### src/hdl/etpu_pkg.sv
// package for the edge timing pulse unit: register map, fields, reset values, encodings
package etpu_pkg;

	// register byte addresses on the wishbone slave
	localparam logic [3:0] ETPU_ADDR_REFCTL = 4'h0;
	localparam logic [3:0] ETPU_ADDR_EDGCTL = 4'h4;

	localparam logic [15:0] ETPU_REFCTL_RESET = 16'h0000;
	localparam logic [15:0] ETPU_EDGCTL_RESET = 16'h0000;

	// reference control fields
	localparam int ETPU_REF_ON = 7;
	localparam int ETPU_REF_PIN = 6;
	localparam int ETPU_REF_RANGE = 5;
	localparam int ETPU_REF_SRC = 4;
	localparam int ETPU_REF_CODE_LSB = 0;
	localparam logic [15:0] ETPU_REFCTL_MASK = 16'h00FF;

	// edge timing control fields
	localparam int ETPU_UNIT_EN = 15;
	localparam int ETPU_IDLE_STOP = 13;
	localparam int ETPU_DLY_EN = 12;
	localparam int ETPU_EDGE_PASS = 11;
	localparam int ETPU_ORDER = 10;
	localparam int ETPU_IGND = 9;
	localparam int ETPU_TRIG = 8;
	localparam int ETPU_E2_POL = 7;
	localparam int ETPU_E2_SEL_LSB = 5;
	localparam int ETPU_E1_POL = 4;
	localparam int ETPU_E1_SEL_LSB = 2;
	localparam int ETPU_E2_SEEN = 1;
	localparam int ETPU_E1_SEEN = 0;
	localparam logic [15:0] ETPU_EDGCTL_MASK = 16'hBFFF;

	// edge source encoding
	typedef enum logic [1:0] {
		ETPU_SRC_TIMER = 2'b00,
		ETPU_SRC_OCMP = 2'b01,
		ETPU_SRC_PIN2 = 2'b10,
		ETPU_SRC_PIN1 = 2'b11
	} etpu_src_t;

	// reference setting handed to the analog ladder
	typedef struct packed {
		logic genOn;
		logic pinDrive;
		logic rangeSelect;
		logic spanSource;
		logic [3:0] levelCode;
	} etpu_ref_t;

	// edge inputs, all asynchronous to clk
	typedef struct packed {
		logic pinOne;
		logic pinTwo;
		logic outputCompareOne;
		logic timerOne;
	} etpu_edges_t;

	// analog switch controls
	typedef struct packed {
		logic currentToCompB;
		logic refToCompA;
		logic currentGround;
		logic measurePulse;
	} etpu_analog_t;

endpackage : etpu_pkg

### src/hdl/etpu_unit.sv
// edge timing pulse unit control logic with wishbone register slave
//
// Decided for this implementation: register access over Wishbone and the register addresses.
`timescale 1ns/1ps

// Behaviour
// reference-enable bit 7 powers the reference generator; resets to off
// reference pin-drive bit 6 connects the reference level to its pin
// range bit 5: level code/24 of span, else span/4 plus code/32
// source bit 4 picks external reference pins, else analog supply rails
// 4-bit level code in bits 3-0; upper byte reads zero
// unit-enable bit 15 activates the edge timing unit
// idle-stop bit 13 halts the unit while device is idle
// delay-generation bit 12 turns on delayed pulse generation
// delay mode routes current to comparator B, reference to comparator A
// delay mode charges on edge, pulses output when comparator trips
// measurement pulse spans time between the two selected edge events
// edge-pass bit lets edges through; clear blocks all edges
// order bit accepts edge 2 only after edge 1; code also accepts edge 2 in the same cycle as an accepted edge 1
// ground bit 9 grounds the current source output
// trigger bit 8 enables trigger output to other peripherals
// edge-2 polarity bit: rising when set, falling when clear
// edge-2 source: 11 pin one, 10 pin two, 01 compare, 00 timer
// edge-1 polarity bit: rising when set, falling when clear
// edge-1 source in bits 3-2, same encoding as edge 2
// status bit 0 edge-1 seen, bit 1 edge-2 seen; software writable
// status set by first accepted edge, held until software clears it
// disabled or blocked: ignore edges, keep status, pulse output inactive
module etpu_unit (
	input wire logic clk,
	input wire logic arst_n,
	input wire logic wb_cyc_i,
	input wire logic wb_stb_i,
	input wire logic wb_we_i,
	input wire logic [3:0] wb_adr_i,
	input wire logic [3:0] wb_sel_i,
	input wire logic [31:0] wb_dat_i,
	output logic [31:0] wb_dat_o,
	output logic wb_ack_o,
	output logic wb_err_o,
	input wire logic deviceIdle,
	input wire etpu_pkg::etpu_edges_t edgesIn,
	input wire logic compTwoOut,
	output etpu_pkg::etpu_ref_t refSetting,
	output etpu_pkg::etpu_analog_t analogCtl,
	output logic delayedPulsePin,
	output logic triggerOut
);
	import etpu_pkg::*;

	logic [15:0] refCtl;
	logic [15:0] edgCtl;
	logic [3:0] edgeSync1;
	logic [3:0] edgeSync2;
	logic [3:0] edgePrev;
	logic compSync1;
	logic compSync2;
	logic reqHit;
	logic adrRef;
	logic adrEdg;
	logic active;
	logic rise1;
	logic rise2;
	logic e1Level;
	logic e1Last;
	logic e2Level;
	logic e2Last;
	logic e1Hit;
	logic e2Hit;
	logic e1Accept;
	logic e2Accept;
	logic [15:0] wrData;
	logic [15:0] wrMask;
	logic wrEdg;
	logic next_e1Seen;
	logic next_e2Seen;
	logic charging;
	logic [15:2] edgFields;
	logic e1Seen;
	logic e2Seen;
	logic rdHit;
	logic [15:0] rdData;
	logic delayMode;

	assign reqHit = wb_cyc_i && wb_stb_i && !wb_ack_o && !wb_err_o;
	assign adrRef = (wb_adr_i == ETPU_ADDR_REFCTL);
	assign adrEdg = (wb_adr_i == ETPU_ADDR_EDGCTL);
	assign wrMask = {{8{wb_sel_i[1]}}, {8{wb_sel_i[0]}}};

	// single wait-free answer; unmapped addresses get err instead of ack
	always_ff @(posedge clk or negedge arst_n)
	begin
		if (!arst_n)
		begin
			wb_ack_o <= 1'b0;
		end
		else
		begin
			wb_ack_o <= reqHit && (adrRef || adrEdg);
		end
	end

	// an unmapped access still ends the cycle, so a stray address cannot hang the master
	always_ff @(posedge clk or negedge arst_n)
	begin
		if (!arst_n)
		begin
			wb_err_o <= 1'b0;
		end
		else
		begin
			wb_err_o <= reqHit && !(adrRef || adrEdg);
		end
	end

	// read mux; unmapped addresses read zero
	always_comb
	begin
		rdData = 16'h0000;
		if (adrRef)
		begin
			rdData = refCtl & ETPU_REFCTL_MASK;
		end
		else if (adrEdg)
		begin
			rdData = edgCtl & ETPU_EDGCTL_MASK;
		end
	end

	assign rdHit = reqHit && !wb_we_i;

	// read data stands with ack for one cycle; writes and idle cycles return zero
	always_ff @(posedge clk or negedge arst_n)
	begin
		if (!arst_n)
		begin
			wb_dat_o <= 32'h0000_0000;
		end
		else if (rdHit)
		begin
			wb_dat_o <= {16'h0000, rdData};
		end
		else
		begin
			wb_dat_o <= 32'h0000_0000;
		end
	end

	// writes take effect at the edge the ack rises
	always_ff @(posedge clk or negedge arst_n)
	begin
		if (!arst_n)
			refCtl <= ETPU_REFCTL_RESET;
		else if (reqHit && wb_we_i && adrRef)
			refCtl <= ((refCtl & ~wrMask) | (wb_dat_i[15:0] & wrMask)) & ETPU_REFCTL_MASK;
	end

	assign wrEdg = reqHit && wb_we_i && adrEdg;
	assign wrData = ((edgCtl & ~wrMask) | (wb_dat_i[15:0] & wrMask)) & ETPU_EDGCTL_MASK;

	// two-flop synchronisers per edge source; the first stage is never looked at, detection compares the second stage with edgePrev
	for (genvar gi = 0; gi < 4; gi++)
	begin : g_edgeSync
		always_ff @(posedge clk or negedge arst_n)
		begin
			if (!arst_n)
			begin
				edgeSync1[gi] <= 1'b0;
				edgeSync2[gi] <= 1'b0;
				edgePrev[gi] <= 1'b0;
			end
			else
			begin
				edgeSync1[gi] <= edgesIn[gi];
				edgeSync2[gi] <= edgeSync1[gi];
				edgePrev[gi] <= edgeSync2[gi];
			end
		end
	end

	// comparator trip is asynchronous too; costs two cycles of pulse delay
	always_ff @(posedge clk or negedge arst_n)
	begin
		if (!arst_n)
		begin
			compSync1 <= 1'b0;
			compSync2 <= 1'b0;
		end
		else
		begin
			compSync1 <= compTwoOut;
			compSync2 <= compSync1;
		end
	end

	// struct order: pinOne[3], pinTwo[2], outputCompareOne[1], timerOne[0]
	function automatic logic pickSource(input logic [3:0] lv, input logic [1:0] sel);
		logic r;
		r = 1'b0;
		unique case (etpu_src_t'(sel))
			ETPU_SRC_PIN1: r = lv[3];
			ETPU_SRC_PIN2: r = lv[2];
			ETPU_SRC_OCMP: r = lv[1];
			ETPU_SRC_TIMER: r = lv[0];
		endcase
		return r;
	endfunction : pickSource

	// source selection on current and previous sample
	assign e1Level = pickSource(edgeSync2, edgCtl[ETPU_E1_SEL_LSB +: 2]);
	assign e1Last = pickSource(edgePrev, edgCtl[ETPU_E1_SEL_LSB +: 2]);
	assign e2Level = pickSource(edgeSync2, edgCtl[ETPU_E2_SEL_LSB +: 2]);
	assign e2Last = pickSource(edgePrev, edgCtl[ETPU_E2_SEL_LSB +: 2]);

	assign rise1 = edgCtl[ETPU_E1_POL];
	assign rise2 = edgCtl[ETPU_E2_POL];
	// polarity: rising when set, falling when clear
	assign e1Hit = rise1 ? (e1Level && !e1Last) : (!e1Level && e1Last);
	assign e2Hit = rise2 ? (e2Level && !e2Last) : (!e2Level && e2Last);

	// idle-stop freezes the unit without touching register contents
	assign active = edgCtl[ETPU_UNIT_EN] && !(edgCtl[ETPU_IDLE_STOP] && deviceIdle);

	assign e1Accept = active && edgCtl[ETPU_EDGE_PASS] && e1Hit;
	// edge 2 in order mode needs edge 1 already seen or arriving now
	assign e2Accept = active && edgCtl[ETPU_EDGE_PASS] && e2Hit
		&& (!edgCtl[ETPU_ORDER] || edgCtl[ETPU_E1_SEEN] || e1Accept);

	// hardware set wins over a software clear in the same cycle
	always_comb
	begin
		next_e1Seen = wrEdg ? wrData[ETPU_E1_SEEN] : e1Seen;
		next_e2Seen = wrEdg ? wrData[ETPU_E2_SEEN] : e2Seen;
		if (e1Accept)
		begin
			next_e1Seen = 1'b1;
		end
		if (e2Accept)
		begin
			next_e2Seen = 1'b1;
		end
	end

	// control fields change only by software
	always_ff @(posedge clk or negedge arst_n)
	begin
		if (!arst_n)
		begin
			edgFields <= ETPU_EDGCTL_RESET[15:2];
		end
		else if (wrEdg)
		begin
			edgFields <= wrData[15:2];
		end
	end

	// edge-1 flag: set by hardware, written either way by software
	always_ff @(posedge clk or negedge arst_n)
	begin
		if (!arst_n)
		begin
			e1Seen <= ETPU_EDGCTL_RESET[ETPU_E1_SEEN];
		end
		else
		begin
			e1Seen <= next_e1Seen;
		end
	end

	// edge-2 flag kept apart so clearing one never disturbs the other
	always_ff @(posedge clk or negedge arst_n)
	begin
		if (!arst_n)
		begin
			e2Seen <= ETPU_EDGCTL_RESET[ETPU_E2_SEEN];
		end
		else
		begin
			e2Seen <= next_e2Seen;
		end
	end

	assign edgCtl = {edgFields, e2Seen, e1Seen};

	// delay mode: charging runs from an accepted edge until the comparator trips
	always_ff @(posedge clk or negedge arst_n)
	begin
		if (!arst_n)
			charging <= 1'b0;
		else if (!active || !edgCtl[ETPU_DLY_EN] || !edgCtl[ETPU_EDGE_PASS])
			charging <= 1'b0;
		else if (charging && compSync2)
			charging <= 1'b0;
		else if (e1Accept || e2Accept)
			charging <= 1'b1;
	end

	// pulse output; registered, one cycle after the synchronised trip
	always_ff @(posedge clk or negedge arst_n)
	begin
		if (!arst_n)
			delayedPulsePin <= 1'b0;
		else
			delayedPulsePin <= active && edgCtl[ETPU_DLY_EN] && edgCtl[ETPU_EDGE_PASS]
				&& charging && compSync2;
	end

	assign delayMode = active && edgCtl[ETPU_DLY_EN];

	// current steered into comparator B only while delay mode runs
	always_ff @(posedge clk or negedge arst_n)
	begin
		if (!arst_n)
		begin
			analogCtl.currentToCompB <= 1'b0;
		end
		else
		begin
			analogCtl.currentToCompB <= delayMode;
		end
	end

	// generated level becomes the trip point on comparator A
	always_ff @(posedge clk or negedge arst_n)
	begin
		if (!arst_n)
		begin
			analogCtl.refToCompA <= 1'b0;
		end
		else
		begin
			analogCtl.refToCompA <= delayMode;
		end
	end

	// grounding follows its bit even with the unit off, so the capacitor can be drained first
	always_ff @(posedge clk or negedge arst_n)
	begin
		if (!arst_n)
		begin
			analogCtl.currentGround <= 1'b0;
		end
		else
		begin
			analogCtl.currentGround <= edgCtl[ETPU_IGND];
		end
	end

	// measurement pulse: high between the first and second event
	always_ff @(posedge clk or negedge arst_n)
	begin
		if (!arst_n)
		begin
			analogCtl.measurePulse <= 1'b0;
		end
		else
		begin
			analogCtl.measurePulse <= active && edgCtl[ETPU_EDGE_PASS] && !edgCtl[ETPU_DLY_EN]
				&& next_e1Seen && !next_e2Seen;
		end
	end

	// trigger marks completion of the measured interval
	always_ff @(posedge clk or negedge arst_n)
	begin
		if (!arst_n)
		begin
			triggerOut <= 1'b0;
		end
		else
		begin
			triggerOut <= active && edgCtl[ETPU_TRIG] && e2Accept;
		end
	end

	// the ladder itself is analog; these bits steer it and the level equation is applied there
	assign refSetting.genOn = refCtl[ETPU_REF_ON];
	assign refSetting.pinDrive = refCtl[ETPU_REF_ON] && refCtl[ETPU_REF_PIN];
	assign refSetting.rangeSelect = refCtl[ETPU_REF_RANGE];
	assign refSetting.spanSource = refCtl[ETPU_REF_SRC];
	assign refSetting.levelCode = refCtl[ETPU_REF_CODE_LSB +: 4];

endmodule : etpu_unit

### config.mk
export PLATFORM = sky130hd
export DESIGN_NAME = etpu_unit
export DESIGN_NICKNAME = d
export VERILOG_FILES = /design/src/hdl/etpu_pkg.sv /design/src/hdl/etpu_unit.sv
export SDC_FILE = /design/constraint.sdc
export NUM_CORES = 1
export LEC_CHECK = 0
export BUFFER_PORTS_ARGS = -buffer_cell sky130_fd_sc_hd__buf_4
export CORE_ASPECT_RATIO = 1.75
export CORE_MARGIN = 2
export CORE_UTILIZATION = 46
export DETAILED_ROUTE_END_ITERATION = 10
export PLACE_DENSITY = 0.75
export SYNTH_ARGS = -nofsm -noshare
export SYNTH_HDL_FRONTEND = slang
export SYNTH_SLANG_ARGS = --single-unit
### constraint.sdc
create_clock -name clk -period 5.1 [get_ports clk]
set_input_delay 0.255 -clock clk [delete_from_list [all_inputs] [get_ports clk]]
set_output_delay 0.255 -clock clk [all_outputs]
set_load 0.01 [all_outputs]
* Word-level counts from Yosys, hierarchy flattened
Index checks and enable logic that the tools add are counted.
Storage, ports and cells: bits in registers 77, input port bits 51, output and inout bits 48, word-level logic and storage cells 110
Cells by class: equal/unequal tests 7, multiplexer cells 16, bitwise gates (word level) 6, reductions and logical operators 54
Operator list (number):
- 16-bit 2-to-1 mux | 3
- 16-bit AND | 2
- 1-bit logical AND | 30
- 16-bit NOT | 1
- 16-bit bitwise OR | 1
- 1-bit case mux with 4 select lines | 4
- 1-bit zero test | 14
- 1-bit 2-to-1 mux | 9
- 8-bit AND | 1
- 2-bit == test (second input constant) | 4
- 8-bit bitwise OR | 1
- 1-bit logical OR | 6
- 2-bit by 1-bit == test with 1-bit output (second input constant) | 2
- 4-bit by 3-bit == test with 1-bit output (second input constant) | 1
- 2-bit zero test | 2
- 4-bit zero test | 1
- 3-bit nonzero test | 1

* Depth between registers and ports, before layout
Gate-level depths: netlist of run 1.
depth in word-level cells 12, gate-level depth with buffers 6, mapped depth without buffers 5

* Worst setup path after synthesis of run 1
No wires, ideal clock.
path type reg2reg, start register wb_ack_o, end register with a tool-made name, setup time 127 ps, data arrival time 1678 ps, required time 4973 ps, path slack 3294 ps, stages on the path, launching flop included 5, buffers on the path 0, clock period less this slack 1806 ps, cells stage by stage dfrtp_1 -> nor4bb_1 -> nand2_1 -> nor3b_2 -> mux2_1
RTL lines:
- start: declaration | line etpu_unit.sv:39 | output logic wb_ack_o,
- start signal: assignment | line etpu_unit.sv:99 | wb_ack_o <= reqHit && (adrRef || adrEdg);

==> results of run 1 <==
layer usage:
metal | GRT usage | up-vias | part of all wire
met1 | 0.163 | 740 | 0.35
met2 | 0.266 | 49 | 0.58
met5 | 0 | - | 0
met3 | 0.0462 | 9 | 0.053
li1 | - | 715 | -
met4 | 0.0892 | 0 | 0.021
power by group through the flow:
stage,Combinational [W],Clock [W],Sequential (W)
floorplan,0.0000574,0,0.000518
global placement,0.0000826,0,0.000522
detailed placement,0.0000848,0,0.000523
CTS,0.0000851,0.000431,0.000514
global route,0.0000931,0.000454,0.000517
finish,0.0000836,0.000417,0.000514
through the flow:
step	hold slack (ps)	setup WS, ps	total power [W]	cell area, µm²	utilization
after floorplan	-40.6	3290	0.000576	2540	-
after global placement	333	2990	0.000604	2880	0.552
after detailed placement	340	2950	0.000608	2880	0.552
after CTS	4.62	2950	0.00103	3080	0.591
after global routing	13.0	2790	0.00106	3080	0.591
final	-25.6	3020	0.00101	3080	0.591
layout by cell type (no fill, tap or decap):
master     netlist  final
nand2b_1        10     10
mux2_2           8      8
nor3_1           2      2
nor2_1          13     13
conb_1           1     17
nor4bb_1         1      1
buf_4           25     62
mux2_1          14     14
a21oi_1          1      1
a31oi_1          1      1
o211ai_1         1      1
mux2i_1         11     11
nand2_1          7      7
inv_1            1      1
or4b_1           1      1
mux4_2           4      4
a211oi_1         1      1
bufinv_16        0      1
a21boi_1         1      1
nand3_1          3      3
o21ai_1          1      1
clkbuf_8         0     11
nor3b_2          1      1
dfrtp_1         60     60
inv_2            1      1
clkinv_2         0      4
nand4_1          2      2
and2_1          11     11
and3_1           1      1
path summary, 6_finish.rpt:
check | cells after the start | start | to | slack, ps
max | 4 | wb_ack_o | register | 3020
min | 1 | arst_n | wb_dat_o[5] | -30
max reg2reg | 4 | wb_ack_o | register | 3020
min reg2reg | 0 | compSync1 | compSync2 | 340
max in group asynchronous | 1 | arst_n | delayedPulsePin | 4650
min in group clk | 1 | edgesIn[1] | edgeSync1[1] | 30
cell type report:
| class | count | area, µm² | share of cell area |
|---|---|---|---|
| sequential | 60 | 1500 | 0.488 |
| multi-input combinational | 112 | 833 | 0.271 |
| inverter | 2 | 7.51 | 0.00244 |
| clock inverter | 5 | 50.0 | 0.0163 |
| timing repair buffer | 62 | 465 | 0.151 |
| tap | 55 | 68.8 | 0.0224 |
| clock buffer | 11 | 151 | 0.0492 |
critical path, stage by stage, from the launching register on:
cell and delay (ps):
dfrtp_1 390, nor4bb_1 400, nand2_1 170, nor3b_2 620, mux2_1 380
cells by family after synthesis:
logic type | count (synthesis) | synth area share
AO/OA/AOI/OAI | 6 | 0.0157
buffers and inverters | 29 | 0.0818
flip-flops | 60 | 0.606
multiplexers | 37 | 0.181
other | 1 | 0.00151
AND/OR/NAND/NOR | 52 | 0.114
==> run summary, run 1 <==
sequential share of power -> 0.506
Pleak -> 1.60 nW
deepest clock path buffer count -> 2
drt pass-1 iters -> 4
die span in y -> 101 µm
Detailed Route Iter0 Violations -> 34
# IOs -> 99
P_int -> 0.000791 W
largest net degree at the start of global routing -> 61
worst-skew pair later-pin latency -> 330 ps
number of clock sinks -> 60
Required @ worst endpoint -> 5310 ps
Crit. End Element -> register
Seq cells post-synth -> 60
most frequent cell after synthesis -> dfrtp_1
Hold Path Class -> input pin to async pin
aggregate routed wire length -> 4.17 mm
PortBufs -> 62
slew margin rel. -> 0.510
first-pass GRT wire length -> 6.64 mm
Chip Width -> 59.5 µm
Post-synth top cells -> dfrtp_1 (60), buf_4 (25), mux2_1 (14), nor2_1 (13)
Hold Slack -> -25.6 ps
CP Data Arrival Time -> 2290 ps
share of cells above drive strength 1 -> 0.365
Max Clock Skew -> 7.89 ps
# resized after CTS -> 0
DRC viols -> 0
Starting Density -> 0.475
DP Cell Count -> 291
Final setup viols -> 0
vias in the first global route -> 1420
NumNets Final -> 298
final worst-path cycle share -> 0.408
number of hold buffers added after CTS -> 0
Setup TNS Final -> 0 ps
root buf cell -> clkbuf_8
RSZ-0062 raised after global routing -> no
Pins Over Slew Limit -> 0
DR vias -> 1513
Die ar. -> 6010 µm²
top_reg_cell synth -> dfrtp_1
post-route insts no fill -> 307
Synth area leader -> dfrtp_1
Post-CTS Setup Inserts -> 0
CP max FO -> 8
Syn Inst Count -> 185
number of core rows -> 35
crit path kind -> register to register
Seq/Total Area, Yosys -> 0.606
Cell variety after synth -> 27
status -> complete, but fails checks
Max-Cap Viols -> 0
Yosys warning count -> 0
GRT Total Usage -> 0.156
violated checks -> hold timing
initial antenna violation count -> 0
crit path time final -> 2080 ps
peak supply drop -> 0.195 mV
FMAX -> 480 MHz
nature of the critical path startpoint -> register
Post-DP HPWL -> 3.07 mm
GR Overflow Total -> 0
Worst Tran Pin Value -> 729 ps
Fillers -> 439
post-synthesis cell area -> 2480 µm²
sw frac -> 0.221
Synth top area share -> 0.606
combinational fraction of design power -> 0.082
clock network power share -> 0.411
Area growth, synth to finish -> 24.2%
DR vias/cell -> 4.93
CTS tree -> yes
GP Congestion -> 0.683
fraction of registers with async set/reset -> 1.00
EDFF count, synth -> 0
Mapped Avg Cell Area -> 13.4 µm²
n_diodes -> 0
TritonCTS Buffers -> 9
DRT antenna net count -> 0
Final Hold Violating Endpoints -> 44
post-DR wirelength/cell -> 13.6 µm
Worst-path clk slew -> 60 ps
Cell Pwr Density -> 330 nW/µm²
Core Area -> 5210 µm²
H-tree levels -> 3
Sw Pwr -> 0.000224 W
main area contributors after synthesis -> dfrtp_1 (61%), buf_4 (7.6%), mux2_1 (6.4%)
(Power assumes the default switching activity.)
==> run 2, diff against run 1 <==
==> constraint.sdc (replaced) <==
create_clock -name clk -period 2.05 [get_ports clk]
set_input_delay 0.1025 -clock clk [delete_from_list [all_inputs] [get_ports clk]]
set_output_delay 0.1025 -clock clk [all_outputs]
set_load 0.01 [all_outputs]
==> run 2 against run 1 <==
Against the previous run: sequential cell count unchanged; critical path type unchanged; critical path depth grew 1; hold slack improved by 47 ps; combinational power rose to 2.9 times the previous value; sequential power rose by 150%; highest routed layer unchanged; die area unchanged; power increased by 140%; global-route usage up 0.60 points; the run now ends clean; clock skew down 2.9 ps; sequential share of layout area down 3.2 points; via count increased by 5.4%; design area grew 7.0%.
==> run summary, run 2 (synthesis results as in run 1) <==
crit path kind -> register to register
drt pass-1 iters -> 4 (unchanged)
Max-Cap Viols -> 0 (unchanged)
GP Congestion -> 0.712 (+4.2%)
# resized after CTS -> 0 (unchanged)
Core Area -> 5210 µm² (unchanged)
Worst-path clk slew -> 70 ps (about the same)
PortBufs -> 62 (unchanged)
Final Hold Violating Endpoints -> 0 (-100%)
DRC viols -> 0 (unchanged)
min-delay src -> wb_adr_i[0]
Detailed Route Iter0 Violations -> 25 (-26%)
vias in the first global route -> 1589 (+12%)
# IOs -> 99 (unchanged)
initial antenna violation count -> 0 (unchanged)
Crit. End Element -> register
most frequent cells in the layout -> buf_4 (66), dfrtp_1 (60), dlygate4sd3_1 (21), conb_1 (17), mux2_1 (14)
die span in y -> 101 µm (unchanged)
share of cells above drive strength 1 -> 0.347 (-0.0185)
number of core rows -> 35 (unchanged)
Worst Tran Pin Value -> 737 ps (+8.60 ps)
root buf cell -> clkbuf_8
n_diodes -> 0 (unchanged)
Hold Path Class -> input pin to register
Starting Density -> 0.475 (unchanged)
largest net degree at the start of global routing -> 61 (unchanged)
post-DR wirelength/cell -> 13.0 µm (-4.5%)
Hold Slack -> 21.7 ps (+47.2 ps)
Hold Path End -> wb_err_o
Die ar. -> 6010 µm² (unchanged)
Pleak -> 1.68 nW (+4.9%)
commonest non-fill, non-tap cell in the layout -> buf_4
TritonCTS Buffers -> 9 (unchanged)
worst-skew pair later-pin latency -> 330 ps (about the same)
Fillers -> 418 (-4.8%)
Required @ worst endpoint -> 2310 ps (-3000 ps)
Reg2Reg Depth -> 5 (+1)
Register Area -> 1500 µm² (unchanged)
first-pass GRT wire length -> 6.94 mm (+4.6%)
RSZ-0062 raised after global routing -> no
peak supply drop -> 0.489 mV (+150%)
CP max FO -> 3 (-5)
Post-DP HPWL -> 3.05 mm (-0.76%)
DRT antenna net count -> 0 (unchanged)
crit path time final -> 1870 ps (-217 ps)
deepest clock path buffer count -> 2 (unchanged)
aggregate routed wire length -> 4.31 mm (+3.3%)
DR vias -> 1595 (+5.4%)
GRT Total Usage -> 0.162 (+0.00603)
nature of the critical path startpoint -> register
status -> finished clean
final worst-path cycle share -> 0.910 (+0.502)
hold path depth -> 3
GR Overflow Total -> 0 (unchanged)
Final setup viols -> 0 (unchanged)
NumNets Final -> 323 (+8.4%)
Cell Pwr Density -> 740 nW/µm² (+120%)
Pins Over Slew Limit -> 0 (unchanged)
R2R Setup Slk -> 180 ps (-2830 ps)
slew margin rel. -> 0.508 (-0.00199)
footprint of the multi-input gates -> 833 µm² (unchanged)
CP Data Arrival Time -> 2130 ps (-160 ps)
R2R Path End -> analogCtl[0]
FMAX -> 536 MHz (+12%)
Chip Width -> 59.5 µm (unchanged)
Area growth, synth to finish -> 33.0%
Max Clock Skew -> 4.98 ps (-2.90 ps)
DR vias/cell -> 4.80 (-2.5%)
number of clock sinks -> 60 (unchanged)
Setup TNS Final -> 0 ps (unchanged)
H-tree levels -> 3 (unchanged)
Worst R2R Start -> edgeSync2[3]
CTS tree -> yes
run 2: cell count changes in the layout (fill, tap and decap cells not counted):
cell and delta:
clkinvlp_4 +4, clkbuf_8 -1, clkinv_2 -2, bufinv_16 -1
buf_4 +4, dlygate4sd3_1 +21
run 2: cell type report:
class / instances / area share
sequential: 60 / 0.456
multi-input combinational: 112 / 0.253
clock buffer: 10 / 0.0418
inverter: 2 / 0.00228
clock inverter: 6 / 0.0122
tap: 55 / 0.0209
timing repair buffer: 87 / 0.214
run 2: metal layers:
metal	vias to the layer above	global-route usage	routed length, µm
li1	758	-	-
met1	777	0.163	1570
met2	52	0.280	2460
met3	8	0.0282	181
met4	0	0.126	99
met5	-	0	0
run 2: timing repair:
| action | in CTS | in global routing |
|---|---|---|
| buffers inserted | 0 | 0 |
| endpoints found under the hold margin | 86 | 0 |
| hold buffers | 21 | 0 |
run 2: power breakdown:
group          switching [W]  internal (W)  leakage, nW
Sequential         0.0000396       0.00124        0.798
Combinational       0.000103      0.000137        0.798
Clock               0.000455      0.000465       0.0803
Total               0.000598       0.00184         1.68
run 2: worst max-delay path by stage:
stage / startpoint / endpoint / cells past startpoint
after global routing: wb_ack_o / register / 5
final: edgeSync2[3] / analogCtl[0] / 5
after CTS: edgeSync2[3] / analogCtl[0] / 5
after detailed placement: edgeSync2[3] / analogCtl[0] / 5
after global placement: edgeSync2[0] / analogCtl[0] / 5
after floorplan: wb_ack_o / register / 4
run 2: metrics by stage:
stage / area [µm²] / setup WS (ps) / utilization / power (W) / cells
finish: 3290 / 185 / 0.632 / 0.00244 / 332
global route: 3290 / 113 / 0.632 / 0.00254 / 332
CTS: 3290 / 179 / 0.632 / 0.00248 / 332
detailed placement: 2910 / 198 / 0.558 / 0.00151 / 295
global placement: 2910 / 216 / 0.558 / 0.00150 / 295
floorplan: 2540 / 244 / - / 0.00143 / 201
run 2: worst max-delay path: stages (launching register included):
cell	delay (ps)
dfrtp_1	390
nand2b_1	160
mux4_2	480
mux2_2	310
a211oi_1	280
and3_1	190
==> run 3, diff against run 2 <==
==> config.mk (replaced) <==
export PLATFORM = sky130hd
export DESIGN_NAME = etpu_unit
export DESIGN_NICKNAME = d
export VERILOG_FILES = /design/src/hdl/etpu_pkg.sv /design/src/hdl/etpu_unit.sv
export SDC_FILE = /design/constraint.sdc
export NUM_CORES = 1
export LEC_CHECK = 0
export BUFFER_PORTS_ARGS = -buffer_cell sky130_fd_sc_hd__buf_2
export CORE_ASPECT_RATIO = 1.75
export CORE_MARGIN = 2
export CORE_UTILIZATION = 47
export DETAILED_ROUTE_END_ITERATION = 10
export PLACE_DENSITY = 0.77
export SYNTH_ARGS = -nofsm -noshare
export SYNTH_HDL_FRONTEND = slang
export SYNTH_SLANG_ARGS = --single-unit
==> run 3 against run 2 <==
Against the previous run: the run now ends with DRC left; power up 11%; first-iteration DRC count up 32%; final cell count unchanged; combinational power down 8.7%; design area down 2.6%; sequential power about the same; core utilization down 1.1 points; critical path depth unchanged; routed wire length up 0.88%; hold slack worse by 0.52 ps; non-clock buffer count unchanged.
==> run summary, run 3 (synthesis results as in run 1) <==
status -> complete, but fails checks
violated checks -> DRC
GR Overflow Total -> 0 (unchanged)
final worst-path cycle share -> 0.878 (-0.0325)
Worst-path clk slew -> 60 ps (about the same)
Final Util -> 0.621 (-0.0113)
GP Congestion -> 0.702 (-1.3%)
vias in the first global route -> 1626 (+2.3%)
Die ar. -> 5890 µm² (-2.0%)
H-tree levels -> 3 (unchanged)
DRC viols -> 7 (+7)
PortBufs -> 62 (unchanged)
Chip Width -> 58.9 µm (-1.0%)
CTS tree -> yes
DRT antenna net count -> 0 (unchanged)
initial antenna violation count -> 0 (unchanged)
Cell Pwr Density -> 846 nW/µm² (+14%)
root buf cell -> clkbuf_8
RSZ-0062 raised after global routing -> no
Pins Over Slew Limit -> 0 (unchanged)
n_diodes -> 0 (unchanged)
Post-DP HPWL -> 3.06 mm (+0.43%)
most frequent cells in the layout -> buf_2 (62), dfrtp_1 (60), dlygate4sd3_1 (20), conb_1 (17), mux2_1 (14)
share of cells above drive strength 1 -> 0.347 (unchanged)
crit path time final -> 1800 ps (-66.5 ps)
Final setup viols -> 0 (unchanged)
Final Hold Violating Endpoints -> 0 (unchanged)
Crit. End Element -> register
first-pass GRT wire length -> 7.25 mm (+4.4%)
nature of the critical path startpoint -> register
GRT Total Usage -> 0.170 (+0.00878)
DR vias -> 1591 (-0.25%)
number of core rows -> 35 (unchanged)
DR vias/cell -> 4.79 (-0.25%)
aggregate routed wire length -> 4.35 mm (+0.88%)
worst-skew pair later-pin latency -> 330 ps (about the same)
# IOs -> 99 (unchanged)
Starting Density -> 0.479 (+0.00403)
number of clock sinks -> 60 (unchanged)
drt pass-1 iters -> 7 (+3)
largest net degree at the start of global routing -> 61 (unchanged)
Detailed Route Iter0 Violations -> 33 (+32%)
Area growth, synth to finish -> 29.5%
NumNets Final -> 323 (unchanged)
Max-Cap Viols -> 0 (unchanged)
post-DR wirelength/cell -> 13.1 µm (+0.88%)
peak supply drop -> 0.525 mV (+7.3%)
Core Area -> 5170 µm² (-0.84%)
CP max FO -> 3 (unchanged)
CP Data Arrival Time -> 2070 ps (-60 ps)
commonest non-fill, non-tap cell in the layout -> buf_2
TritonCTS Buffers -> 9 (unchanged)
die span in y -> 100 µm (-1.0%)
FMAX -> 556 MHz (+3.7%)
crit path kind -> register to register
Max Clock Skew -> 5.87 ps (+0.884 ps)
Setup TNS Final -> 0 ps (unchanged)
Required @ worst endpoint -> 2320 ps (about the same)
Hold Path Class -> input pin to register
Pleak -> 1.69 nW (+0.99%)
deepest clock path buffer count -> 2 (unchanged)
[run 3: layout make-up]
cell class              count  area, µm²
fillers                   421       1960
flip-flops and latches     60       1500
multi-input cells         112        833
repair buffers             87        561
clock buffers              13        169
well taps                  55       68.8
clock inverters             3       67.6
inverters                   2       7.51
[run 3: metal layers]
layer	up-vias	part of all wire	global-route usage
met3	11	0.055	0.0567
met5	-	0	0
met2	55	0.55	0.301
li1	761	-	-
met4	0	0.036	0.101
met1	764	0.36	0.164
[run 3: critical path, stage by stage, from the launching register on]
cell	delay, ps
dfrtp_1	390
nand2b_1	170
mux4_2	470
mux2_2	300
a211oi_1	220
and3_1	180
[run 3: repair_timing]
action	4_1_cts	5_1_grt
endpoints found under the hold margin	85	0
hold buffers	20	0
resized for setup	0	0
setup endpoints to repair	0	0
buffers inserted	0	0
[run 3: through the flow]
stage	std cells	power, W	setup slack (ps)	hold slack (ps)	cell area, µm²
final	332	0.00271	251	21.1	3210
after global routing	332	0.00282	140	33.4	3210
after CTS	332	0.00275	238	5.02	3210
after detailed placement	296	0.00149	257	126	2770
after global placement	296	0.00148	298	127	2770
after floorplan	201	0.00143	244	-193	2540
[run 3: power by group]
| part | internal [W] | switching, W |
|---|---|---|
| registers | 0.00124 | 0.0000397 |
| logic | 0.000116 | 0.000103 |
| clock network | 0.000784 | 0.000434 |
| total | 0.00214 | 0.000577 |
[run 3: final timing paths]
path,start,slack (ps),cells past startpoint,endpoint
max,edgeSync2[1],250,5,analogCtl[0]
min,wb_dat_i[1],20,2,register
max reg2reg,edgeSync2[1],250,5,analogCtl[0]
min reg2reg,edgeSync1[0],350,0,edgeSync2[0]
max in group asynchronous,arst_n,1500,3,async pin
min in group asynchronous,arst_n,280,3,wb_dat_o[6]
